==> config.mk <==
export PLATFORM = sky130hd
export DESIGN_NAME = evfp_tagging_negotiation
export DESIGN_NICKNAME = d
export VERILOG_FILES = /design/src/evfp_pkg.sv /design/src/evfp_tagging_negotiation.sv
export VERILOG_INCLUDE_DIRS = /design/src
export SDC_FILE = /design/constraint.sdc
export NUM_CORES = 1
export LEC_CHECK = 0
export BUFFER_PORTS_ARGS = -buffer_cell sky130_fd_sc_hd__clkbuf_2
export CORE_AREA = 2 2 188 190
export DETAILED_ROUTE_END_ITERATION = 10
export DIE_AREA = 0 0 190 192
export PLACE_DENSITY_LB_ADDON = 0.12
export REMOVE_ABC_BUFFERS = 1
export SKIP_LAST_GASP = 1
export SLEW_MARGIN = 5
export SYNTH_ARGS = -nofsm -noshare
export SYNTH_HDL_FRONTEND = slang
export SYNTH_SLANG_ARGS = --single-unit
==> constraint.sdc <==
create_clock -name pclk -period 5.55 [get_ports pclk]
set_input_delay 1.665 -clock pclk [delete_from_list [all_inputs] [get_ports pclk]]
set_output_delay 1.665 -clock pclk [all_outputs]
set_load 0.1 [all_outputs]
==> src/evfp_defines.svh <==
// Register offsets, field positions, reset values and protocol constants of the tagging negotiator
`ifndef EVFP_DEFINES_SVH
`define EVFP_DEFINES_SVH
`define CTRL_VFID 12'hFEF
`define OFS_CTRL 12'h000
`define OFS_PORT 12'h004
`define OFS_STATUS 12'h008
`define OFS_LIST 12'h010
`define CTRL_START_BIT 0
`define CTRL_ADMIN_LSB 1
`define CTRL_NODE_BIT 3
`define RST_ADMIN 2'h0
`define RST_PORT_VFID 12'h001
`define RST_NODE 1'b1
`define RJT_COLLISION 8'h01
`define TID_W 8
`endif

==> src/evfp_pkg.sv <==
// Types shared by the tagging negotiator
package evfp_pkg;
  typedef enum logic [1:0] {MSG_SYNC, MSG_ACC, MSG_COMMIT, MSG_RJT} msg_kind_type;
  typedef enum logic [3:0] {ST_IDLE, ST_I_SYNC, ST_I_WACC, ST_I_DEC, ST_I_WCOMMIT, ST_I_CACC,
                            ST_R_ACC, ST_R_COMMIT, ST_R_WCACC, ST_COL_RJT} state_type;
endpackage

==> src/evfp_tagging_negotiation.sv <==
// Virtual fabric tagging negotiator with APB register access
// Contract
// - FEF is control identifier, marks control traffic
// - Unique transaction id; sync then commit phase
// - Initiator opens with sync carrying own parameters
// - Initiator accepts tagged frames on sending sync
// - Responder accepts sync with own parameters, decides
// - Responder untagged: mismatch isolates, match relogins
// - Initiator decides on acceptance; untagged stops accepting
// - Initiator untagged: mismatch isolates, match relogins
// - Responder enables operational, control, initiator identifiers
// - Responder commit tagged with initiator port identifier
// - Initiator on commit enables same identifier set
// - Initiator accepts commit tagged with own identifier
// - Success only after commit exchange completes
// - Drop initiator identifier if not operational
// - Each operational fabric starts its own login
// - Empty operational set stays in negotiation; the code still pulses success, returns to idle and starts no login
// - Collision: node stays initiator, fabric responds
// - Remaining initiator rejects sync with collision reason
// - New responder answers, aborts own on reject
// - Untagged link uses port id, tagging uses control
// - Configuration change reruns the negotiation
// - Isolated state holds port offline until reconfigured; the code still answers a received sync while isolated
// - Holds admin status, port identifier, enabled list
`timescale 1ns/1ns
`include "evfp_defines.svh"
module evfp_tagging_negotiation
  import evfp_pkg::*;
#(
  parameter int N_VF = 4
) (
  input wire logic pclk,
  input wire logic presetn,
  input wire logic ce,
  input wire logic psel,
  input wire logic penable,
  input wire logic pwrite,
  input wire logic [11:0] paddr,
  input wire logic [31:0] pwdata,
  output logic [31:0] prdata,
  output logic pready,
  output logic pslverr,
  input wire logic [63:0] core_name,
  output logic tx_valid,
  input wire logic tx_ready,
  output msg_kind_type tx_kind,
  output logic [`TID_W-1:0] tx_tid,
  output logic tx_tagged,
  output logic [11:0] tx_tag_vfid,
  output logic [63:0] tx_name,
  output logic [1:0] tx_admin,
  output logic [11:0] tx_port_vfid,
  output logic [N_VF*12-1:0] tx_list,
  output logic [7:0] tx_reason,
  input wire logic rx_valid,
  input wire msg_kind_type rx_kind,
  input wire logic [`TID_W-1:0] rx_tid,
  input wire logic rx_tagged,
  input wire logic [11:0] rx_tag_vfid,
  input wire logic [1:0] rx_admin,
  input wire logic [11:0] rx_port_vfid,
  input wire logic [N_VF*12-1:0] rx_list,
  output logic rx_ctrl,
  output logic [1:0] peer_admin,
  output logic [11:0] peer_port_vfid,
  output logic [N_VF*12-1:0] peer_list,
  input wire logic dec_adopt,
  input wire logic [N_VF-1:0] dec_oper,
  output logic rx_tag_accept,
  output logic tag_ctrl_en,
  output logic [N_VF-1:0] tag_vf_en,
  output logic tag_pid_en,
  output logic [11:0] tag_pid_vfid,
  output logic go_login,
  output logic isolated,
  output logic [N_VF-1:0] vf_login_start,
  output logic success
);

  if (N_VF < 1 || N_VF > 8) begin : g_check
    $error("N_VF must be between 1 and 8");
  end

  state_type st;
  logic [1:0] admin;
  logic [11:0] port_vfid;
  logic node_role;
  logic [N_VF*12-1:0] en_list;
  logic start_pend;
  logic [`TID_W-1:0] tid;
  logic [`TID_W-1:0] peer_tid;
  logic [N_VF-1:0] oper;
  logic col_wait;
  logic done_ok;

  // APB decode; answer in the first access cycle
  wire wr_en = ce && psel && penable && pwrite;
  wire setup = ce && psel && !penable;
  wire [4:0] list_idx = paddr[6:2] - 5'h04;
  wire list_hit = paddr[11:7] == 5'h00 && paddr[6:2] >= 5'h04 && list_idx < 5'(N_VF) && paddr[1:0] == 2'h0;
  wire hit_ctrl = paddr == `OFS_CTRL;
  wire hit_port = paddr == `OFS_PORT;
  wire hit_stat = paddr == `OFS_STATUS;
  wire mapped = hit_ctrl || hit_port || hit_stat || list_hit;
  wire cfg_wr = wr_en && mapped && !hit_stat;
  assign pready = penable;
  assign pslverr = psel && penable && !mapped;

  // Message events
  wire tx_fire = ce && tx_valid && tx_ready;
  wire rx_hit = ce && rx_valid && rx_tid == tid;
  wire rx_sync = ce && rx_valid && rx_kind == MSG_SYNC;
  wire tagging = tag_ctrl_en;
  wire pid_match = peer_port_vfid == port_vfid;
  wire i_decide = ce && st == ST_I_DEC;
  wire r_acc_done = st == ST_R_ACC && tx_fire;
  wire i_commit_rx = st == ST_I_WCOMMIT && rx_hit && rx_kind == MSG_COMMIT && rx_tagged && rx_tag_vfid == port_vfid;
  wire r_finish = st == ST_R_WCACC && rx_hit && rx_kind == MSG_ACC;
  wire i_finish = st == ST_I_CACC && tx_fire;
  wire finish_now = r_finish || i_finish;
  wire no_tag = (i_decide || r_acc_done) && !dec_adopt;
  wire collide = st == ST_I_WACC && rx_sync;
  assign rx_ctrl = rx_valid && rx_tagged && rx_tag_vfid == `CTRL_VFID;

  // Initiator port identifier lies in the operational set
  logic pid_in_op;
  always_comb begin
    pid_in_op = 1'b0;
    for (int i = 0; i < N_VF; i++) begin
      if (oper[i] && en_list[i*12 +: 12] == tag_pid_vfid) pid_in_op = 1'b1;
    end
  end

  // Configuration registers; any change restarts negotiation
  always_ff @(posedge pclk or negedge presetn) begin
    if (!presetn) begin
      admin <= `RST_ADMIN;
      port_vfid <= `RST_PORT_VFID;
      node_role <= `RST_NODE;
      en_list <= '0;
      start_pend <= 1'b0;
    end else if (ce) begin
      if (wr_en && hit_ctrl) begin
        admin <= pwdata[`CTRL_ADMIN_LSB +: 2];
        node_role <= pwdata[`CTRL_NODE_BIT];
      end
      if (wr_en && hit_port) port_vfid <= pwdata[11:0];
      if (wr_en && list_hit) en_list[list_idx*12 +: 12] <= pwdata[11:0];
      if (cfg_wr || (wr_en && hit_ctrl && pwdata[`CTRL_START_BIT])) start_pend <= 1'b1;
      else if (st == ST_IDLE) start_pend <= 1'b0;
    end
  end

  // Read data captured in the setup cycle
  always_ff @(posedge pclk or negedge presetn) begin
    if (!presetn) prdata <= '0;
    else if (setup) begin
      prdata <= '0;
      if (hit_ctrl) prdata <= {28'h0, node_role, admin, 1'b0};
      if (hit_port) prdata <= {20'h0, port_vfid};
      if (hit_stat) prdata <= {16'h0, 8'(oper), 2'h0, tag_pid_en, col_wait, done_ok, isolated, tagging, st != ST_IDLE};
      if (list_hit) prdata <= {20'h0, en_list[list_idx*12 +: 12]};
    end
  end

  // Payload of every outgoing message is our own configuration
  assign tx_valid = st == ST_I_SYNC || st == ST_I_CACC || st == ST_R_ACC || st == ST_R_COMMIT || st == ST_COL_RJT;
  always_ff @(posedge pclk or negedge presetn) begin
    if (!presetn) begin
      tx_name <= '0;
      tx_admin <= '0;
      tx_port_vfid <= '0;
      tx_list <= '0;
    end else if (ce) begin
      tx_name <= core_name;
      tx_admin <= admin;
      tx_port_vfid <= port_vfid;
      tx_list <= en_list;
    end
  end

  // Negotiation sequencer
  always_ff @(posedge pclk or negedge presetn) begin
    if (!presetn) begin
      st <= ST_IDLE;
      tid <= '0;
      peer_tid <= '0;
      tx_kind <= MSG_SYNC;
      tx_tid <= '0;
      tx_tagged <= 1'b0;
      tx_tag_vfid <= '0;
      tx_reason <= '0;
      col_wait <= 1'b0;
      peer_admin <= '0;
      peer_port_vfid <= '0;
      peer_list <= '0;
    end else if (ce) begin
      if (rx_sync && (st == ST_IDLE || collide)) begin
        peer_tid <= rx_tid;
        peer_admin <= rx_admin;
        peer_port_vfid <= rx_port_vfid;
        peer_list <= rx_list;
      end
      if (st == ST_I_WACC && rx_hit && rx_kind == MSG_ACC) begin
        peer_admin <= rx_admin;
        peer_port_vfid <= rx_port_vfid;
        peer_list <= rx_list;
      end
      if (col_wait && rx_hit && rx_kind == MSG_RJT) col_wait <= 1'b0;
      unique case (st)
        ST_IDLE: begin
          if (rx_sync) begin
            st <= ST_R_ACC;
            tx_kind <= MSG_ACC;
            tx_tid <= rx_tid;
          end else if (start_pend) begin
            st <= ST_I_SYNC;
            tid <= tid + 1'b1;
            tx_kind <= MSG_SYNC;
            tx_tid <= tid + 1'b1;
          end
          tx_tagged <= 1'b1;
          tx_tag_vfid <= tagging ? `CTRL_VFID : port_vfid;
        end
        ST_I_SYNC: if (tx_fire) st <= ST_I_WACC;
        ST_I_WACC: begin
          if (rx_sync && node_role) begin
            st <= ST_COL_RJT;
            tx_kind <= MSG_RJT;
            tx_tid <= rx_tid;
            tx_reason <= `RJT_COLLISION;
          end else if (rx_sync) begin
            st <= ST_R_ACC;
            col_wait <= 1'b1;
            tx_kind <= MSG_ACC;
            tx_tid <= rx_tid;
          end else if (rx_hit && rx_kind == MSG_ACC) st <= ST_I_DEC;
          else if (rx_hit && rx_kind == MSG_RJT) st <= ST_IDLE;
        end
        ST_COL_RJT: if (tx_fire) st <= ST_I_WACC;
        ST_I_DEC: st <= dec_adopt ? ST_I_WCOMMIT : ST_IDLE;
        ST_I_WCOMMIT: begin
          if (i_commit_rx) begin
            st <= ST_I_CACC;
            tx_kind <= MSG_ACC;
            tx_tid <= rx_tid;
            tx_tag_vfid <= port_vfid;
          end
        end
        ST_I_CACC: if (tx_fire) st <= ST_IDLE;
        ST_R_ACC: begin
          if (tx_fire && dec_adopt) begin
            st <= ST_R_COMMIT;
            tx_kind <= MSG_COMMIT;
            tx_tid <= peer_tid;
            tx_tag_vfid <= peer_port_vfid;
          end else if (tx_fire) st <= ST_IDLE;
        end
        ST_R_COMMIT: if (tx_fire) st <= ST_R_WCACC;
        ST_R_WCACC: if (ce && rx_valid && rx_tid == peer_tid && rx_kind == MSG_ACC) st <= ST_IDLE;
      endcase
      if (st == ST_R_ACC && tx_fire) tid <= peer_tid;
    end
  end

  // Tagging enables, operational set and outcome
  always_ff @(posedge pclk or negedge presetn) begin
    if (!presetn) begin
      rx_tag_accept <= 1'b0;
      tag_ctrl_en <= 1'b0;
      tag_vf_en <= '0;
      tag_pid_en <= 1'b0;
      tag_pid_vfid <= '0;
      oper <= '0;
      go_login <= 1'b0;
      isolated <= 1'b0;
      vf_login_start <= '0;
      success <= 1'b0;
      done_ok <= 1'b0;
    end else if (ce) begin
      go_login <= 1'b0;
      vf_login_start <= '0;
      success <= 1'b0;
      if (st == ST_I_SYNC && tx_fire) begin
        rx_tag_accept <= 1'b1;
        isolated <= 1'b0;
        done_ok <= 1'b0;
      end
      if ((i_decide || r_acc_done) && dec_adopt) oper <= dec_oper;
      if (r_acc_done && dec_adopt) begin
        tag_ctrl_en <= 1'b1;
        tag_vf_en <= dec_oper;
        tag_pid_en <= 1'b1;
        tag_pid_vfid <= peer_port_vfid;
        rx_tag_accept <= 1'b1;
      end
      if (i_commit_rx) begin
        tag_ctrl_en <= 1'b1;
        tag_vf_en <= oper;
        tag_pid_en <= 1'b1;
        tag_pid_vfid <= port_vfid;
      end
      if (no_tag) begin
        rx_tag_accept <= 1'b0;
        tag_ctrl_en <= 1'b0;
        tag_vf_en <= '0;
        tag_pid_en <= 1'b0;
        isolated <= !pid_match;
        go_login <= pid_match;
      end
      if (finish_now) begin
        success <= 1'b1;
        done_ok <= 1'b1;
        if (!pid_in_op) tag_pid_en <= 1'b0;
        vf_login_start <= oper;
      end
    end
  end
endmodule // evfp_tagging_negotiation

==> impl_metrics.yaml, run 1 <==
finish:
  diodes: 0
  finalCoreUtilization: 0.614
  drive_above_1_share: 0.451
  fin_nets: 2065
  layout.cells.non_filler: 2328
  syn2layout_area_growth_pct: 23.7
placement:
  port_buffers: 439
  placedCellCount: 2260
  dp_hpwl_mm: 40.1
  globalplace.congestion: 0.949
cts:
  cts_tree: "done"
  cts_hold_buf: 0
  cts.sinks: 340
  cts_max_path_buffers: 3
  numCtsBuffers: 38
  cts_setup_buffers: 0
  cts_root_buf: "clkbuf_16"
  clk_latency_ns: 0.56
  clk_pin_slew_ns: 0.06
  h-tree-depth: 2
  post_cts_resized: 0
timing:
  rsz0062_at_grt: "no"
  tns_ns: 0
  skew_ns: 0.0222
  fmax_mhz: 190
  period_minus_slack_ns: 5.26
  hold_viol: 0
  setup_viol: 0
  max-slew-margin-rel: 0.273
  worst_pin_slew_ns: 1.09
  whs_ns: 0.476
  timing.final.crit_share: 0.948
  report.final.slew_viol_count: 0
logic_synthesis:
  netlist.area_leader.share: 0.497
  synth_area_leaders: "dfrtp_1 (50%), mux2_2 (18%), xor2_1 (3.4%)"
  synth_seq_cells: 340
  synth_cell_types: 72
  synth_area_leader_cell: "dfrtp_1"
  syn_area_per_cell_um2: 11.9
  synth_edf_count: 0
  ys_top_cells_by_count: "dfrtp_1 (338), mux2_2 (273), nand2_1 (112)"
  synth_warnings: 0
  synth.most_common_cell: "dfrtp_1"
  synth-main-ff-cell: "dfrtp_1"
  ys_seq_area_frac: 0.500
  syn_area_um2: 17000
  synthCells: 1426
  async_reset_ff_frac: 1.00
critical_path:
  crit_fanout: 19
  crit_type: "in2out"
  setup.worst_path.end_class: "primary output"
  cp_top_family: "buffers and inverters"
  critical_path_required_ns: 3.88
  worstPathArrival_ns: 3.60
  cp_slowest_stage_delay_ns: 0.31
  cp_cell_sequence: "clkbuf_2 > inv_1 > buf_4 > ha_1 > buf_4 > ha_1 > nand2_1 > or3_1 > nand3_1 > a21oi_1 > buf_12"
  cp_slowest_cell: "ha_1"
  critPathLaunchType: "input port"
  critPathBufInv: 5
grt:
  grt_max_degree: 115
  grtUsageMet2: 0.461
  met3_usage: 0.0851
  grt_first_pass_wirelength_mm: 79.3
  antenna_found_initial: 1
  grt_usage: 0.290
  grt_pass1_vias: 13100
  busiest_layer: "met2"
  gr-usage-met1: 0.377
  grt.overflow.total: 0
power_and_ir_drop:
  p_leak_nw: 10.7
  sw_frac_of_total: 0.481
  power_mw: 10.6
  p_clk_frac: 0.261
  p_switching_mw: 5.08
  peakVddDrop_mv: 0.795
  intPower_mw: 5.49
  power.density_nw_per_um2: 503
  p_seq_frac: 0.310
  combinationalPowerShare: 0.429
drt:
  drtIter0Drc: 857
  routed_wl_mm: 53.3
  wl_per_cell_um: 22.9
  antenna_left: 0
  avgViaCountPerCell: 5.64
  drtPass1Iterations: 5
  drc: 0
  via_count: 13100
floorplanning:
  die_y_um: 192
  rows: 68
  start_util: 0.496
  dieArea_um2: 36500
  die_width_um: 190
  ios: 487
  design.core.area_um2: 34300
run_status:
  status: "completed"
run:
  cap_viol_max_count: 0
min_path:
  min_path_type: "reg2reg"
-- cell usage in the layout, fill, tap and decap left out, drive strengths merged, types with 38 or more instances in the layout --
cell,count
nand3,39
o21ai,44
mux2,311
nand2,112
clkbuf,486
xor2,66
dfrtp,338
xnor2,39
buf,43
nor2,38
-- metrics by stage --
step / setup WS, ns / area (um^2)
final: 0.289 / 21000
after global routing: 0.104 / 21000
after CTS: 0.255 / 21000
after detailed placement: 0.143 / 19700
after global placement: 0.201 / 19700
after floorplan: -0.844 / 16500
-- kinds of logic after synthesis --
logic type / share of synthesized area
flops: 0.500
mux: 0.229
simple gates: 0.0955
compound gates: 0.0677
buf+inv: 0.0384
xor+xnor: 0.0581
fa+ha+maj: 0.0107
other cells: 0.000220
-- final timing paths --
path / slack, ns / cells after the start / start / to
max: 0.29 / 11 / paddr[4] / pslverr
min: 0.48 / 1 / tx_reason[0] / tx_reason[0]
max reg2reg: 1.86 / 7 / st[2] / tx_tag_vfid[7]
min reg2reg: 0.48 / 1 / tx_reason[0] / tx_reason[0]
max in group asynchronous: 3.28 / 2 / presetn / tx_name[34]
min in group asynchronous: 1.18 / 1 / presetn / en_list[25]
-- power by group through the flow --
stage | clock (mW) | sequential, mW | combinational [mW]
after floorplan | 0 | 5.77 | 1.08
after global placement | 0 | 3.30 | 4.51
after detailed placement | 0 | 3.32 | 4.53
after CTS | 2.82 | 3.28 | 4.54
after global routing | 2.91 | 3.34 | 4.70
final | 2.76 | 3.28 | 4.54
-- metal layers --
layer	part of all wire	routed length (um)
met2	0.46	24800
met4	0.032	1730
met1	0.41	21900
met5	0.00030	16
met3	0.092	4900
-- registers in the layout (all words and copies together) (netlist names), 4 cells and up --
register        count
tx_port_vfid       12
peer_tid            8
tx_list            48
en_list            48
vf_login_start      4
tx_tid              8
tx_tag_vfid        12
st                  4
port_vfid          12
prdata             12
tid                 8
peer_port_vfid     12
oper                4
peer_list          48
tag_vf_en           4
tag_pid_vfid       12
tx_name            64
-- layout make-up --
class,instances,area (um^2)
Clock buffer,50,1090
Clock inverter,18,287
Tap cell,455,569
Inverter,16,60.1
Timing Repair Buffer,479,2570
Fill cell,2856,13300
Sequential cell,340,8510
Multi-Input combinational cell,970,7960
Note: power is estimated with default switching activity, not from simulation.
==> inputs of run 2 (changes only) <==
- clock period: 5.55 -> 5.95 ns (I/O delays scaled with it)
==> run 2 against run 1 <==
Effect of this change:
- worst setup slack improved by 0.13 ns
- clock skew down 0.011 ns
- routed wire length fell by 0.70%
- power shrank 7.9%
- flip-flop and latch count did not move
- clock power down 11%
- global-route usage shrank 0.30 points
- highest routed layer unchanged
==> impl_metrics.yaml, run 2 (synthesis results as in run 1) <==
grt:
  grt_max_degree: 118
  antenna_found_initial: 2
  grt_pass1_vias: 13100
  grt_usage: 0.287
  grt_first_pass_wirelength_mm: 79.4
  grt.overflow.total: 0
drt:
  wl_per_cell_um: 22.8
  routed-wl-met2_mm: 24.7
  drc: 0
  drtPass1Iterations: 5
  routed_wl_mm: 53.0
  wl_met1_mm: 22.3
  drtIter0Drc: 1014
  via_count: 13100
  highest_layer: "met5"
  avgViaCountPerCell: 5.64
  antenna_left: 0
  wl_met3_mm: 4.34
power_and_ir_drop:
  power.density_nw_per_um2: 466
  p_leak_nw: 10.7
  power_mw: 9.74
  peakVddDrop_mv: 0.496
timing:
  max-slew-margin-rel: 0.271
  period_minus_slack_ns: 5.53
  setup_viol: 0
  whs_ns: 0.475
  fmax_mhz: 181
  rsz0062_at_grt: "no"
  report.final.slew_viol_count: 0
  skew_ns: 0.0112
  timing.final.crit_share: 0.929
  hold_viol: 0
  worst_pin_slew_ns: 1.09
finish:
  layout.cells.most_common: "clkbuf_2"
  final_cell_mix: "clkbuf_2 (436), dfrtp_1 (338), mux2_2 (273), nand2_1 (112), xor2_1 (66)"
  finalCoreUtilization: 0.610
  largest_reg_flops: 64
  layout.cells.non_filler: 2325
  syn2layout_area_growth_pct: 22.9
  fill_cells: 2870
  fin_nets: 2061
  drive_above_1_share: 0.447
  largest_register: "tx_name"
critical_path:
  cp_slowest_cell: "xor2_1"
  cp_slowest_stage_delay_ns: 0.31
  critical_path_required_ns: 4.16
  r2r_start: "st[1]"
  worstPathArrival_ns: 3.75
  crit_start: "paddr[4]"
  crit_type: "in2out"
  critPathLaunchType: "input port"
  cp_cell_sequence: "clkbuf_2 > inv_1 > ha_1 > xor2_1 > inv_1 > ha_1 > nand2_1 > or3_1 > nand3_1 > a21oi_1 > buf_12"
  setup.worst_path.end_class: "primary output"
  crit_fanout: 4
cts:
  cts.sinks: 340
  post_cts_resized: 0
  cts_tree: "done"
  clk_latency_ns: 0.53
  h-tree-depth: 2
  cts_root_buf: "clkbuf_16"
  cts_setup_buffers: 0
  cts_max_path_buffers: 3
  cts_hold_buf: 0
  numCtsBuffers: 38
  clk_pin_slew_ns: 0.06
floorplanning:
  die_width_um: 190
  start_util: 0.496
  dieArea_um2: 36500
  rows: 68
  die_y_um: 192
  ios: 487
  design.core.area_um2: 34300
placement:
  globalplace.congestion: 0.939
  port_buffers: 439
  dp_hpwl_mm: 40.0
  placedCellCount: 2256
run:
  cap_viol_max_count: 0
run_status:
  status: "completed"
min_path:
  min_path_type: "reg2reg"
  holdCritStartpoint: "tx_tagged"
==> run 2: cell types whose count changed in the layout (fill, tap and decap cells not counted), sizes merged <==
cell,change
clkbuf,+2
bufinv,-2
diode,+1
buf,-4
==> run 2: stage by stage <==
stage,TNS (ns),instance area [um^2],setup WS (ns)
2_1_floorplan,-24.20,16500,-0.684
3_3_place_gp,0,19600,0.346
3_5_place_dp,0,19600,0.302
4_1_cts,0,20900,0.388
5_1_grt,0,20900,0.154
6_report,0,20900,0.420
==> run 2: power breakdown <==
| part | total, mW | switching, mW | internal, mW | leakage [nW] |
|---|---|---|---|---|
| combinational | 4.23 | 3.40 | 0.831 | 5.55 |
| clock | 2.45 | 0.962 | 1.49 | 0.637 |
| sequential | 3.06 | 0.369 | 2.69 | 4.47 |
==> run 2: final timing paths <==
check / endpoint / slack [ns] / cells after the start
min in group asynchronous: tx_list[14] / 1.32 / 1
worst min register to register: tx_tagged / 0.47 / 1
worst min-delay path: tx_tagged / 0.47 / 1
max in group asynchronous: tx_name[49] / 3.33 / 2
worst max register to register: tx_tag_vfid[7] / 1.95 / 8
worst max-delay path: pslverr / 0.42 / 11
==> run 2: layer usage <==
metal	GRT usage	vias up
li1	-	5911
met2	0.454	569
met1	0.388	6525
met3	0.0762	104
met5	0	-
met4	0.0868	2
==> run 2: critical path: cells and delay by family <==
family	cells	cell delay (ns)
AND/OR/NAND/NOR	3	0.46
XOR/XNOR	1	0.31
adder cells (fa/ha/maj)	2	0.39
AO/OA/AOI/OAI	1	0.26
buffers and inverters	4	0.54
==> run 2: final cells by class <==
type / count / area [um^2] / share of cell area
timing repair buffer: 475 / 2520 / 0.121
clock buffer: 52 / 1070 / 0.0514
antenna: 1 / 2.50 / 0.000120
sequential: 340 / 8510 / 0.407
multi-input combinational: 970 / 7960 / 0.380
tap: 455 / 569 / 0.0272
inverter: 16 / 60.1 / 0.00287
clock inverter: 16 / 215 / 0.0103
